==> src/ies_pkg.sv <==
// Shared constants and types of the instruction execute subset.
// Assumes a single system clock and a classic Wishbone register bus.
`default_nettype none

package ies_pkg;

    // Register byte addresses on the Wishbone bus
    localparam logic [7:0] REG_CMD    = 8'h00;
    localparam logic [7:0] REG_ACC    = 8'h04;
    localparam logic [7:0] REG_FLAGS  = 8'h08;
    localparam logic [7:0] REG_PC     = 8'h0C;
    localparam logic [7:0] REG_STATUS = 8'h10;
    localparam logic [7:0] REG_PUSH   = 8'h14;
    localparam logic [7:0] REG_MADDR  = 8'h18;
    localparam logic [7:0] REG_MDATA  = 8'h1C;

    // Status register bit positions
    localparam int STS_BUSY  = 0;
    localparam int STS_SKIP  = 1;
    localparam int STS_TWO   = 2;
    localparam int STS_EMPTY = 3;
    localparam int STS_FULL  = 4;

    // Reset values and fixed data
    localparam logic [7:0] ACC_RST   = 8'h00;
    localparam logic [4:0] FLAGS_RST = 5'h00;
    localparam logic [7:0] MADDR_RST = 8'h00;
    localparam logic [7:0] BYTE_ONES = 8'hFF;
    localparam logic [7:0] BYTE_ONE  = 8'h01;
    localparam int DATA_AW = 8;

    typedef enum logic [4:0] {
        OP_NONE,
        OP_OR_INTO_MEMORY,
        OP_SUBROUTINE_EXIT,
        OP_SUBROUTINE_EXIT_VALUE,
        OP_INTERRUPT_EXIT,
        OP_ROTATE_LEFT_MEM,
        OP_ROTATE_LEFT_TO_ACC,
        OP_ROTATE_LEFT_CARRY_MEM,
        OP_ROTATE_LEFT_CARRY_TO_ACC,
        OP_ROTATE_RIGHT_MEM,
        OP_ROTATE_RIGHT_TO_ACC,
        OP_ROTATE_RIGHT_CARRY_MEM,
        OP_ROTATE_RIGHT_CARRY_TO_ACC,
        OP_SUBTRACT_BORROW_ACC,
        OP_SUBTRACT_BORROW_TO_MEM,
        OP_DECREMENT_SKIP_ZERO,
        OP_DECREMENT_SKIP_ZERO_TO_ACC,
        OP_SET_BYTE,
        OP_SET_BIT,
        OP_INCREMENT_SKIP_ZERO,
        OP_INCREMENT_SKIP_ZERO_TO_ACC,
        OP_SKIP_BIT_NONZERO
    } ies_op_e;

    typedef enum logic [1:0] {
        EX_IDLE,
        EX_FETCH,
        EX_EXEC,
        EX_DUMMY
    } ies_state_e;

    // Command word as written to the command register
    typedef struct packed {
        logic [7:0] imm;
        logic [7:0] addr;
        logic [2:0] bitIdx;
        ies_op_e    op;
    } ies_cmd_s;

    // Status flags plus global interrupt enable
    typedef struct packed {
        logic gie;
        logic ov;
        logic z;
        logic ac;
        logic c;
    } ies_flags_s;

endpackage

`default_nettype wire

==> src/ies_data_ram.sv <==
// Byte-wide data memory with one write port and a registered read port.
// Assumes the owner never needs write-through on the read port.
`default_nettype none

module ies_data_ram #(
    parameter int AW = 8,
    parameter int DW = 8
) (
    // Clock and reset
    input  wire logic          clk,
    input  wire logic          rst_b,
    // Write port
    input  wire logic          wrEn,
    input  wire logic [AW-1:0] wrAddr,
    input  wire logic [DW-1:0] wrData,
    // Read port
    input  wire logic [AW-1:0] rdAddr,
    output logic      [DW-1:0] rdData
);

    logic [DW-1:0] store [0:(1<<AW)-1];

    // Contents have no reset, like the real array
    always_ff @(posedge clk) begin
        if (wrEn) begin
            store[wrAddr] <= wrData;
        end
    end

    always_ff @(posedge clk or negedge rst_b) begin
        if (!rst_b) begin
            rdData <= '0;
        end else begin
            rdData <= store[rdAddr];
        end
    end

endmodule

`default_nettype wire

==> src/ies_return_stack.sv <==
// Return-address stack with a registered top entry.
// Assumes push and pop never arrive in the same cycle.
`default_nettype none

module ies_return_stack #(
    parameter int W     = 12,
    parameter int DEPTH = 16
) (
    // Clock and reset
    input  wire logic                       clk,
    input  wire logic                       rst_b,
    // Requests
    input  wire logic                       push,
    input  wire logic [W-1:0]               pushData,
    input  wire logic                       pop,
    // State
    output logic      [W-1:0]               top,
    output logic                            empty,
    output logic                            full,
    output logic      [$clog2(DEPTH+1)-1:0] depth
);

    localparam int DPW = $clog2(DEPTH+1);

    logic [W-1:0]   entry [0:DEPTH-1];
    logic [DPW-1:0] sp_r;

    assign empty = (sp_r == '0);
    assign full  = (sp_r == DPW'(DEPTH));
    assign depth = sp_r;

    // A push onto a full stack is dropped rather than corrupting entries
    always_ff @(posedge clk) begin
        if (push && !full) begin
            entry[sp_r[$clog2(DEPTH)-1:0]] <= pushData;
        end
    end

    always_ff @(posedge clk or negedge rst_b) begin
        if (!rst_b) begin
            sp_r <= '0;
            top  <= '0;
        end else if (push && !full) begin
            sp_r <= sp_r + DPW'(1);
            top  <= pushData;
        end else if (pop && !empty) begin
            sp_r <= sp_r - DPW'(1);
            top  <= (sp_r > DPW'(1)) ?
                    entry[sp_r[$clog2(DEPTH)-1:0] - 2'd2] : '0;
        end
    end

endmodule

`default_nettype wire

==> src/ies_exec_unit.sv <==
// Execute unit for one group of 8-bit accumulator core instructions.
// Assumes a classic Wishbone master and one system clock.
//
// The register offsets and the Wishbone register port were chosen for this implementation.
`default_nettype none

module ies_exec_unit #(
    parameter int PC_W        = 12,
    parameter int STACK_DEPTH = 16
) (
    // Clock and reset
    input  wire logic              clk,
    input  wire logic              rst_b,
    // Wishbone classic slave
    input  wire logic              cyc_i,
    input  wire logic              stb_i,
    input  wire logic              we_i,
    input  wire logic [7:0]        adr_i,
    input  wire logic [31:0]       dat_i,
    input  wire logic [3:0]        sel_i,
    output logic                   ack_o,
    output logic      [31:0]       dat_o,
    // Core side
    output ies_pkg::ies_flags_s    flagsOut,
    output logic      [PC_W-1:0]   pcOut,
    output logic                   busy
);
    import ies_pkg::*;

    localparam int SDW = $clog2(STACK_DEPTH+1);

    function automatic logic isZero(input logic [7:0] v);
        return (v == 8'h00);
    endfunction

    function automatic logic [31:0] laneMerge(input logic [31:0] old,
                                              input logic [31:0] nu,
                                              input logic [3:0]  sel);
        logic [31:0] r;
        r = old;
        for (int i = 0; i < 4; i++) begin
            if (sel[i]) begin
                r[i*8 +: 8] = nu[i*8 +: 8];
            end
        end
        return r;
    endfunction

    ies_state_e       state_r;
    ies_state_e       state_nxt;
    ies_cmd_s         cmd_r;
    ies_cmd_s         cmd_nxt;
    ies_flags_s       flags_r;
    ies_flags_s       flags_nxt;
    logic [7:0]       acc_r;
    logic [7:0]       acc_nxt;
    logic [PC_W-1:0]  pc_r;
    logic [PC_W-1:0]  pc_nxt;
    logic [7:0]       memAddr_r;
    logic [7:0]       memAddr_nxt;
    logic             skip_r;
    logic             twoCyc_r;
    logic             ack_r;
    logic             idleQ_r;
    logic [31:0]      datO_r;

    // Bus decode
    wire logic        req      = cyc_i & stb_i;
    wire logic        idle     = (state_r == EX_IDLE);
    wire logic        grant    = req & ~ack_r & idle & idleQ_r;
    wire logic        wrTake   = req & we_i & ack_r;
    wire logic        hitCmd   = (adr_i == REG_CMD);
    wire logic        hitAcc   = (adr_i == REG_ACC);
    wire logic        hitFlags = (adr_i == REG_FLAGS);
    wire logic        hitPc    = (adr_i == REG_PC);
    wire logic        hitSts   = (adr_i == REG_STATUS);
    wire logic        hitPush  = (adr_i == REG_PUSH);
    wire logic        hitMaddr = (adr_i == REG_MADDR);
    wire logic        hitMdata = (adr_i == REG_MDATA);
    wire logic        launch   = wrTake & hitCmd;

    // Stack and memory wiring
    logic [PC_W-1:0]  stackTop;
    logic             stackEmpty;
    logic             stackFull;
    logic [SDW-1:0]   stackDepth;
    logic [7:0]       memQ;
    logic             exPop;
    logic             exWrMem;
    wire logic        inExec   = (state_r == EX_EXEC);
    wire logic        busWrMem = wrTake & hitMdata & sel_i[0];
    wire logic        memWrEn  = busWrMem | (inExec & exWrMem);
    wire logic [7:0]  memRdAddr = idle ? memAddr_r : cmd_r.addr;
    wire logic [7:0]  memWrAddr = inExec ? cmd_r.addr : memAddr_r;

    // Datapath candidates, from the fetched byte, the accumulator, the carry and the bit index
    wire logic [7:0]  bitMask  = 8'(BYTE_ONE << cmd_r.bitIdx);
    wire logic [7:0]  rotL     = {memQ[6:0], memQ[7]};
    wire logic [7:0]  rotLc    = {memQ[6:0], flags_r.c};
    wire logic [7:0]  rotR     = {memQ[0], memQ[7:1]};
    wire logic [7:0]  rotRc    = {flags_r.c, memQ[7:1]};
    wire logic [7:0]  memDec   = memQ - BYTE_ONE;
    wire logic [7:0]  memInc   = memQ + BYTE_ONE;
    wire logic [7:0]  memOr    = acc_r | memQ;
    wire logic [8:0]  sbcSum   = {1'b0, acc_r} + {1'b0, ~memQ}
                               + 9'(flags_r.c);
    wire logic [4:0]  sbcLow   = {1'b0, acc_r[3:0]} + {1'b0, ~memQ[3:0]}
                               + 5'(flags_r.c);
    wire logic [7:0]  sbcSeven = {1'b0, acc_r[6:0]} + {1'b0, ~memQ[6:0]}
                               + 8'(flags_r.c);

    // Execute decode
    logic [7:0]       exRes;
    logic             exWrAcc;
    logic             exUpdZ;
    logic             exUpdC;
    logic             exCarry;
    logic             exArith;
    logic             exSkip;
    logic             exExit;
    logic             exGie;

    always_comb begin
        exRes   = memQ;
        exWrAcc = 1'b0;
        exWrMem = 1'b0;
        exUpdZ  = 1'b0;
        exUpdC  = 1'b0;
        exCarry = flags_r.c;
        exArith = 1'b0;
        exSkip  = 1'b0;
        exExit  = 1'b0;
        exPop   = 1'b0;
        exGie   = 1'b0;
        unique case (cmd_r.op)
            OP_NONE: begin
            end
            OP_OR_INTO_MEMORY: begin
                exRes   = memOr;
                exWrMem = 1'b1;
                exUpdZ  = 1'b1;
            end
            OP_SUBROUTINE_EXIT: begin
                exExit = 1'b1;
            end
            OP_SUBROUTINE_EXIT_VALUE: begin
                exExit  = 1'b1;
                exRes   = cmd_r.imm;
                exWrAcc = 1'b1;
            end
            OP_INTERRUPT_EXIT: begin
                exExit = 1'b1;
                exGie  = 1'b1;
            end
            OP_ROTATE_LEFT_MEM, OP_ROTATE_LEFT_TO_ACC: begin
                exRes   = rotL;
                exWrMem = (cmd_r.op == OP_ROTATE_LEFT_MEM);
                exWrAcc = ~exWrMem;
            end
            OP_ROTATE_LEFT_CARRY_MEM, OP_ROTATE_LEFT_CARRY_TO_ACC: begin
                exRes   = rotLc;
                exUpdC  = 1'b1;
                exCarry = memQ[7];
                exWrMem = (cmd_r.op == OP_ROTATE_LEFT_CARRY_MEM);
                exWrAcc = ~exWrMem;
            end
            OP_ROTATE_RIGHT_MEM, OP_ROTATE_RIGHT_TO_ACC: begin
                exRes   = rotR;
                exWrMem = (cmd_r.op == OP_ROTATE_RIGHT_MEM);
                exWrAcc = ~exWrMem;
            end
            OP_ROTATE_RIGHT_CARRY_MEM, OP_ROTATE_RIGHT_CARRY_TO_ACC: begin
                exRes   = rotRc;
                exUpdC  = 1'b1;
                exCarry = memQ[0];
                exWrMem = (cmd_r.op == OP_ROTATE_RIGHT_CARRY_MEM);
                exWrAcc = ~exWrMem;
            end
            OP_SUBTRACT_BORROW_ACC, OP_SUBTRACT_BORROW_TO_MEM: begin
                exRes   = sbcSum[7:0];
                exUpdZ  = 1'b1;
                exUpdC  = 1'b1;
                exCarry = sbcSum[8];
                exArith = 1'b1;
                exWrMem = (cmd_r.op == OP_SUBTRACT_BORROW_TO_MEM);
                exWrAcc = ~exWrMem;
            end
            OP_DECREMENT_SKIP_ZERO, OP_DECREMENT_SKIP_ZERO_TO_ACC: begin
                exRes   = memDec;
                exSkip  = isZero(memDec);
                exWrMem = (cmd_r.op == OP_DECREMENT_SKIP_ZERO);
                exWrAcc = ~exWrMem;
            end
            OP_SET_BYTE: begin
                exRes   = BYTE_ONES;
                exWrMem = 1'b1;
            end
            OP_SET_BIT: begin
                exRes   = memQ | bitMask;
                exWrMem = 1'b1;
            end
            OP_INCREMENT_SKIP_ZERO, OP_INCREMENT_SKIP_ZERO_TO_ACC: begin
                exRes   = memInc;
                exSkip  = isZero(memInc);
                exWrMem = (cmd_r.op == OP_INCREMENT_SKIP_ZERO);
                exWrAcc = ~exWrMem;
            end
            OP_SKIP_BIT_NONZERO: begin
                exSkip = |(memQ & bitMask);
            end
            // Unassigned command codes pass through fetch and execute as a no-op that steps the pc by one
            default: begin
            end
        endcase
        exPop = inExec & exExit;
    end

    // Sequencing: fetch, execute, optional dummy cycle
    always_comb begin
        state_nxt = state_r;
        unique case (state_r)
            EX_IDLE: begin
                if (launch) begin
                    state_nxt = EX_FETCH;
                end
            end
            EX_FETCH: begin
                state_nxt = EX_EXEC;
            end
            EX_EXEC: begin
                state_nxt = (exSkip | exExit) ? EX_DUMMY : EX_IDLE;
            end
            EX_DUMMY: begin
                state_nxt = EX_IDLE;
            end
        endcase
    end

    // Architectural state next values
    always_comb begin
        acc_nxt     = acc_r;
        flags_nxt   = flags_r;
        pc_nxt      = pc_r;
        cmd_nxt     = cmd_r;
        memAddr_nxt = memAddr_r;
        if (inExec) begin
            if (exWrAcc) begin
                acc_nxt = exRes;
            end
            if (exUpdZ) begin
                flags_nxt.z = isZero(exRes);
            end
            if (exUpdC) begin
                flags_nxt.c = exCarry;
            end
            if (exArith) begin
                flags_nxt.ac = sbcLow[4];
                flags_nxt.ov = sbcSeven[7] ^ sbcSum[8];
            end
            if (exGie) begin
                flags_nxt.gie = 1'b1;
            end
            if (exExit) begin
                pc_nxt = stackTop;
            end else if (exSkip) begin
                pc_nxt = pc_r + PC_W'(2);
            end else begin
                pc_nxt = pc_r + PC_W'(1);
            end
        end else if (wrTake) begin
            if (hitCmd) begin
                cmd_nxt = ies_cmd_s'(24'(laneMerge(32'(cmd_r), dat_i,
                                                   sel_i)));
            end
            if (hitAcc) begin
                acc_nxt = 8'(laneMerge(32'(acc_r), dat_i, sel_i));
            end
            if (hitFlags) begin
                flags_nxt = ies_flags_s'(5'(laneMerge(32'(flags_r),
                                                      dat_i, sel_i)));
            end
            if (hitPc) begin
                pc_nxt = PC_W'(laneMerge(32'(pc_r), dat_i, sel_i));
            end
            if (hitMaddr) begin
                memAddr_nxt = 8'(laneMerge(32'(memAddr_r), dat_i, sel_i));
            end
        end
    end

    // Read data, sampled when the answer is granted
    logic [31:0] rdMux;
    logic [31:0] stsWord;
    assign stsWord = 32'({stackFull, stackEmpty, twoCyc_r, skip_r, ~idle});
    assign rdMux = hitCmd   ? 32'(cmd_r)     :
                   hitAcc   ? 32'(acc_r)     :
                   hitFlags ? 32'(flags_r)   :
                   hitPc    ? 32'(pc_r)      :
                   hitSts   ? stsWord        :
                   hitPush  ? 32'(stackDepth) :
                   hitMaddr ? 32'(memAddr_r) :
                   hitMdata ? 32'(memQ)      : 32'h0000_0000;

    always_ff @(posedge clk or negedge rst_b) begin
        if (!rst_b) begin
            state_r   <= EX_IDLE;
            cmd_r     <= '0;
            acc_r     <= ACC_RST;
            flags_r   <= ies_flags_s'(FLAGS_RST);
            pc_r      <= '0;
            memAddr_r <= MADDR_RST;
        end else begin
            state_r   <= state_nxt;
            cmd_r     <= cmd_nxt;
            acc_r     <= acc_nxt;
            flags_r   <= flags_nxt;
            pc_r      <= pc_nxt;
            memAddr_r <= memAddr_nxt;
        end
    end

    // Bus answer and last-instruction status
    always_ff @(posedge clk or negedge rst_b) begin
        if (!rst_b) begin
            ack_r    <= 1'b0;
            idleQ_r  <= 1'b0;
            datO_r   <= '0;
            skip_r   <= 1'b0;
            twoCyc_r <= 1'b0;
        end else begin
            ack_r   <= grant;
            idleQ_r <= idle;
            if (grant) begin
                datO_r <= rdMux;
            end
            if (inExec) begin
                skip_r   <= exSkip;
                twoCyc_r <= exSkip | exExit;
            end
        end
    end

    ies_return_stack #(
        .W     (PC_W),
        .DEPTH (STACK_DEPTH)
    ) u_stack (
        .clk      (clk),
        .rst_b    (rst_b),
        .push     (wrTake & hitPush & sel_i[0]),
        .pushData (dat_i[PC_W-1:0]),
        .pop      (exPop),
        .top      (stackTop),
        .empty    (stackEmpty),
        .full     (stackFull),
        .depth    (stackDepth)
    );

    ies_data_ram #(
        .AW (DATA_AW),
        .DW (8)
    ) u_ram (
        .clk    (clk),
        .rst_b  (rst_b),
        .wrEn   (memWrEn),
        .wrAddr (memWrAddr),
        .wrData (inExec ? exRes : dat_i[7:0]),
        .rdAddr (memRdAddr),
        .rdData (memQ)
    );

    assign ack_o    = ack_r;
    assign dat_o    = datO_r;
    assign flagsOut = flags_r;
    assign pcOut    = pc_r;
    assign busy     = ~idle;

endmodule

`default_nettype wire

==> config.mk <==
export PLATFORM = sky130hd
export DESIGN_NAME = ies_exec_unit
export DESIGN_NICKNAME = d
export VERILOG_FILES = /design/src/ies_pkg.sv /design/src/ies_data_ram.sv /design/src/ies_return_stack.sv /design/src/ies_exec_unit.sv
export SDC_FILE = /design/constraint.sdc
export NUM_CORES = 2
export LEC_CHECK = 0
export ABC_AREA = 0
export BUFFER_PORTS_ARGS = -buffer_cell sky130_fd_sc_hd__buf_2
export CAP_MARGIN = 10
export CORE_UTILIZATION = 55
export DETAILED_ROUTE_END_ITERATION = 6
export PLACE_DENSITY_LB_ADDON = 0.12
export SLEW_MARGIN = 20
export SYNTH_ARGS = -nofsm -noshare
export SYNTH_HDL_FRONTEND = slang
export SYNTH_HIERARCHICAL = 1
export SYNTH_SLANG_ARGS = --single-unit
export TNS_END_PERCENT = 100
==> constraint.sdc <==
create_clock -name clk -period 13.6 [get_ports clk]
set_input_delay 0.68 -clock clk [delete_from_list [all_inputs] [get_ports clk]]
set_output_delay 0.68 -clock clk [all_outputs]
set_load 0.01 [all_outputs]
* Word-level counts from Yosys, hierarchy flattened
Memories as Yosys holds them, arrays and structs flattened. A register that Yosys moved wholly into a read port is not among the register bits. Cells that the tools add are included.
Word-level totals: bits in registers 112, RAM bits 2240, output and inout bits 51, logic and storage cells 203, memories 2
Memory list:
- u_ram.store | depth 256, width 8, rd ports 1, clocked after Yosys merged registers in 1, wr ports 1, line ies_data_ram.sv:21 | logic [DW-1:0] store [0:(1<<AW)-1];
- u_stack.entry | depth 16, width 12, rd ports 1, clocked after Yosys merged registers in 0, wr ports 1, line ies_return_stack.sv:25 | logic [W-1:0] entry [0:DEPTH-1];
Cells by class: add/sub/neg operators 13, $lt $le $gt $ge 1, equality and inequality tests 39, shift-type cells 1, muxes and demuxes 53, bitwise operators 32, reductions and logical operators 41
Operators by type and width (count):
- 12-bit two-way mux | 11
- 8-bit two-way mux | 12
- 8-bit one-hot mux with 11 select lines | 1
- 5-bit by 4-bit == test with 1-bit output, second input constant | 8
- 5-bit == test, second input constant | 7
- 8-bit by 5-bit == test with 1-bit output, second input constant | 4
- 8-bit logical NOT | 4
- 4-bit AND reduction | 8
- 5-bit two-way mux | 6
- 24-bit two-way mux | 1
- 5-bit by 3-bit == test with 1-bit output, second input constant | 4
- 8-bit by 4-bit == test with 1-bit output, second input constant | 2
- 8-bit OR | 2
- 1-bit one-hot mux with 8 select lines | 2
- 1-bit two-way mux | 14
- 2-bit nonzero test | 7
- 2-bit OR reduction | 7
- 1-bit bitwise AND | 13
- 12-bit by 1-bit adder with 12-bit output, second input constant | 1
- 12-bit by 2-bit adder with 12-bit output, second input constant | 1
- 2-bit by 1-bit != test with 1-bit output, second input constant | 6
- 5-bit by 2-bit == test with 1-bit output, second input constant | 2
- 1-bit inverter | 10
- 8-bit by 8-bit adder with 9-bit output | 1
- 36 further kinds | 46

* Longest topological paths before layout
depth after elaboration 9, gate-level depth with buffers 16, mapped depth without buffers 11

* By module
The synthesis kept the hierarchy.
By module, submodules not included:
- ies_data_ram | instances 1, cells each 3795, area each 80038.0 µm², sequential area each 61699.2 µm²
- ies_return_stack | instances 1, cells each 453, area each 8336.7 µm², sequential area each 6190.9 µm²
- ies_exec_unit | instances 1, cells each 769, area each 6487.5 µm², sequential area each 2177.1 µm²

* Least setup slack after synthesis
Ideal clock, no wire load.
path type reg-to-reg, start point register flags_r (netlist bit flagsOut[0]), end point memory u_ram.store[0][6], data pin, arrival 12.720 ns, required time 11.356 ns, setup slack -1.364 ns, cell stages (with the launch flop) 11, period minus slack after synthesis 14.964 ns, cell sequence dfrtp_1 inv_1 fa_1 fa_1 nand2b_1 o2bb2ai_1 o21ai_0 xor2_1 nand2_1 o2111a_1 o31ai_1
On the way: word-level cells in the longest chain between the ends 3
RTL lines:
- start, declared | line ies_exec_unit.sv:53 | ies_flags_s flags_r;
- start signal, assigned | line ies_exec_unit.sv:309 | flags_r <= ies_flags_s'(FLAGS_RST);
- start signal, assigned | line ies_exec_unit.sv:316 | flags_r <= flags_nxt;
- 9-bit by 1-bit adder with 9-bit output | line ies_exec_unit.sv:106 | + 9'(flags_r.c);
- 8-bit one-hot mux with 11 select lines | line ies_exec_unit.sv:135 | unique case (cmd_r.op)
- 8-bit two-way mux | line ies_exec_unit.sv:366 | .wrData (inExec ? exRes : dat_i[7:0]),
- end, declared | line ies_data_ram.sv:21
No other way between the ends.

* Worst setup path in the final report
start point register state_r[1], end point register u_ram.rdData[1] (read register of u_ram.store)
On the way: word-level cells in the longest chain between the ends 2
RTL lines:
- start, declared | line ies_exec_unit.sv:49 | ies_state_e state_r;
- start signal, assigned | line ies_exec_unit.sv:313 | state_r <= state_nxt;
- 2-bit logical NOT | line ies_exec_unit.sv:69 | wire logic idle = (state_r == EX_IDLE);
- net idle | line ies_exec_unit.sv:69
- 8-bit two-way mux | line ies_exec_unit.sv:93 | wire logic [7:0] memRdAddr = idle ? memAddr_r : cmd_r.addr;
- net memRdAddr[1] | line ies_exec_unit.sv:93
- end, declared | line ies_data_ram.sv:18 | output logic [DW-1:0] rdData
The timed path passes the listed nets, and every way through them passes these cells. A chain may end at the register's enable or synchronous reset.

==> flow_metrics.py <==
metrics = {
    "status": {
        "outcome": "finished, final reports clean",
    },
    "critical_path": {
        "reg2reg_depth": 11,
        "cp_max_fo": 91,
        "worst_ep_arrival_time_ns": 6.56,
        "path_cells": "or2_2, inv_2, mux2_8, buf_4, buf_12, buf_4, mux4_2, mux4_2, nor2b_1, nor4_1, nor4_2",
        "path_buf_inv": 4,
        "crit_path_end_kind": "register",
        "cp-startpoint": "state_r[1]",
        "cp_slowest_cell": "nor4_1",
        "cp_top_family": "buffers and inverters",
        "r2r_end": "u_ram/rdData[1]",
        "cp-start-kind": "register",
        "r2r-start": "state_r[1]",
        "cp.depth": 11,
        "critPathRequiredTime_ns": 14.30,
        "slowest_delay_ns": 1.04,
        "crit_path_end": "u_ram/rdData[1]",
        "worstSetupPathType": "reg2reg",
        "rrSetupSlack_ns": 7.73,
    },
    "sta": {
        "hold-worst-slack_ns": 0.0758,
        "skew_ns": 0.0359,
        "finalHoldViolations": 0,
        "rsz0062_at_grt": "false",
        "slew_violations": 0,
        "tightest_slew_ns": 1.24,
        "period_needed_ns": 5.87,
        "finalSetupViolations": 0,
        "max_slew_margin_pct": 16.6,
        "period_share_pct": 43.1,
        "fmax_mhz": 171,
        "worst_slack_ns": 7.73,
        "fin_tns_setup_ns": 0,
    },
    "grt": {
        "grt_pass1_wl_um": 339000,
        "grt_pass1_vias": 48972,
        "grt_usage_pct": 26.9,
        "antenna_found_initial": 5,
        "grt_max_degree": 217,
        "gr-total-overflow": 0,
    },
    "routing": {
        "drtAntennaViolNets": 0,
        "num_vias": 49536,
        "avgRoutedWirePerCell_um": 30.5,
        "drc": 0,
        "dr.pass1.iters": 6,
        "postRouteWirelength_um": 233000,
        "dr.first_iter.drc_count": 5406,
        "vias_per_cell": 6.48,
    },
    "finish": {
        "nets": 5196,
        "synthToLayoutAreaGrowth_pct": 10.6,
        "fin_cells": 7644,
        "n_fill_cell": 12239,
        "drive_gt1_share_pct": 21.4,
    },
    "clocking": {
        "postCtsHoldBufs": 1,
        "htree_levels": 4,
        "clk_latency_ns": 0.87,
        "clock_sinks": 2352,
        "numCtsBuffers": 227,
        "cts_resized": 0,
        "cts_setup_buffers": 0,
        "clk_path_buf_depth": 3,
        "clk_pin_slew_ns": 0.06,
        "tritoncts": "done",
        "clockRootBuffer": "clkbuf_16",
    },
    "logic_synthesis": {
        "ys_async_sr_fraction_pct": 4.76,
        "ys_warn_count": 6,
        "yosys.area_share.simple_pct": 4.31,
        "synthFlopType": "edfxtp_1",
        "synth_compound_area_share_pct": 4.87,
        "avgSynthCellArea_um2": 18.9,
        "ys_seq_area_share_pct": 73.9,
        "synth_fa_ha_area_share_pct": 0.303,
        "synthXorXnorAreaFrac_pct": 0.222,
        "synth.area.mux_share_pct": 14.2,
        "synth.distinct_cells": 98,
        "synth-seq-cells": 2352,
        "synth_edf_count": 2240,
        "synth_top_family_by_area": "multiplexers",
        "mappedNetlistArea_um2": 94900,
        "netlist_instances": 5017,
    },
    "die": {
        "ios": 100,
        "coreArea_um2": 172000,
        "start_util_pct": 55.3,
        "die_h_um": 417,
        "die_w_um": 417,
        "die_area_um2": 174000,
        "rows": 152,
    },
    "hold_path": {
        "hold_class": "in2reg",
    },
    "placed_design": {
        "place_worst_setup_slack_ns": 7.75,
        "io_buffers": 82,
        "dp.cells": 7203,
        "hpwl_um": 143000,
        "gp_congestion": 0.907,
    },
    "pwr": {
        "ir_drop_mv": 0.135,
        "cellLeakagePower_nw": 32.5,
        "power.density_nw_per_um2": 160,
    },
    "flow_run": {
        "cap_violations": 0,
    },
}
logic make-up after synthesis:
group	after synthesis
flip-flops	2352
AND/OR/NAND/NOR	865
multiplexers	748
AO/OA/AOI/OAI	653
buffers and inverters	352
XOR/XNOR	24
adder cells (fa/ha/maj)	22
other	1
routing by layer:
| metal | vias up | part of all wire [%] | global-route usage, % |
|---|---|---|---|
| li1 | 20795 | - | - |
| met1 | 26164 | 40 | 38.2 |
| met2 | 2151 | 49 | 43.1 |
| met3 | 426 | 7.6 | 4.57 |
| met4 | 0 | 3.2 | 8.66 |
| met5 | - | 0 | 0 |
final cells by class:
type	count	area, um^2	area share [%]
diodes	3	7.51	0.00716
flip-flops and latches	2352	70100	66.8
well taps	2310	2890	2.76
multi-input cells	2320	23000	21.9
clock buffers	271	5960	5.68
repair buffers	196	1380	1.31
clock inverters	163	1520	1.45
inverters	29	109	0.104
worst min path at each step:
stage / startpoint / end / cells past startpoint
floorplan: rst_b / acc_r[0] / 0
global placement: dat_o[22] / dat_o[22] / 2
detailed placement: dat_o[15] / dat_o[15] / 2
CTS: dat_i[22] / cmd_r[22] / 2
global route: dat_i[19] / cmd_r[19] / 2
finish: dat_i[22] / cmd_r[22] / 2
synth_stat cells, types with 56 or more instances:
master	count	share of area [%]
a21oi_1	126	0.66
a22oi_1	121	0.96
buf_2	56	0.30
clkbuf_1	155	0.61
dfrtp_1	112	3.0
edfxtp_1	2240	71
mux2_2	63	0.75
mux2i_1	211	2.2
mux4_2	471	11
nand2_1	202	0.80
nand3_1	79	0.42
nor2_1	336	1.3
o22ai_1	63	0.42
power breakdown:
group / internal (mW) / switching (mW)
clock: 3.56 / 2.71
combinational: 0.432 / 1.29
sequential: 8.64 / 0.133
sequential cells by signal, summed over array words and instances (netlist names):
register / cells
cmd_r: 24
ack_o: 1
u_stack/top: 12
acc_r: 8
memAddr_r: 8
flagsOut: 5
state_r: 2
u_stack/depth: 5
u_ram/store: 2048
u_stack/entry: 192
idleQ_r: 1
skip_r: 1
dat_o: 24
twoCyc_r: 1
u_ram/rdData: 8
pcOut: 12
cell usage in the layout (no fill, tap or decap), types with 28 or more instances in the layout:
master / n
mux2_2: 58
o21ai_0: 40
dfrtp_1: 111
buf_4: 106
edfxtp_1: 2240
mux2i_1: 211
nor2b_1: 45
mux4_2: 471
nand3_1: 79
clkbuf_16: 229
clkbuf_1: 35
buf_2: 81
o221ai_1: 41
clkinv_1: 63
a221oi_1: 36
clkinv_2: 50
nor3_1: 42
nand2_1: 199
a22oi_1: 121
o22ai_1: 63
a211oi_1: 28
nor2_1: 329
a21oi_1: 125
through the flow:
| step | power, mW | cell area (um^2) | utilization (%) |
|---|---|---|---|
| floorplan | 10.1 | 94900 | - |
| global placement | 10.6 | 97300 | 56.7 |
| detailed placement | 10.6 | 97300 | 56.7 |
| CTS | 16.9 | 105000 | 61.1 |
| global route | 17.3 | 105000 | 61.1 |
| finish | 16.8 | 105000 | 61.1 |
worst reg2reg max path, delay by kind of cell (launching register included):
kind | cells | cell delay [ns]
buf+inv | 4 | 2.09
simple gates | 4 | 1.69
mux | 3 | 1.55
flops | 1 | 0.40
Power figures use the tool's default switching activity.
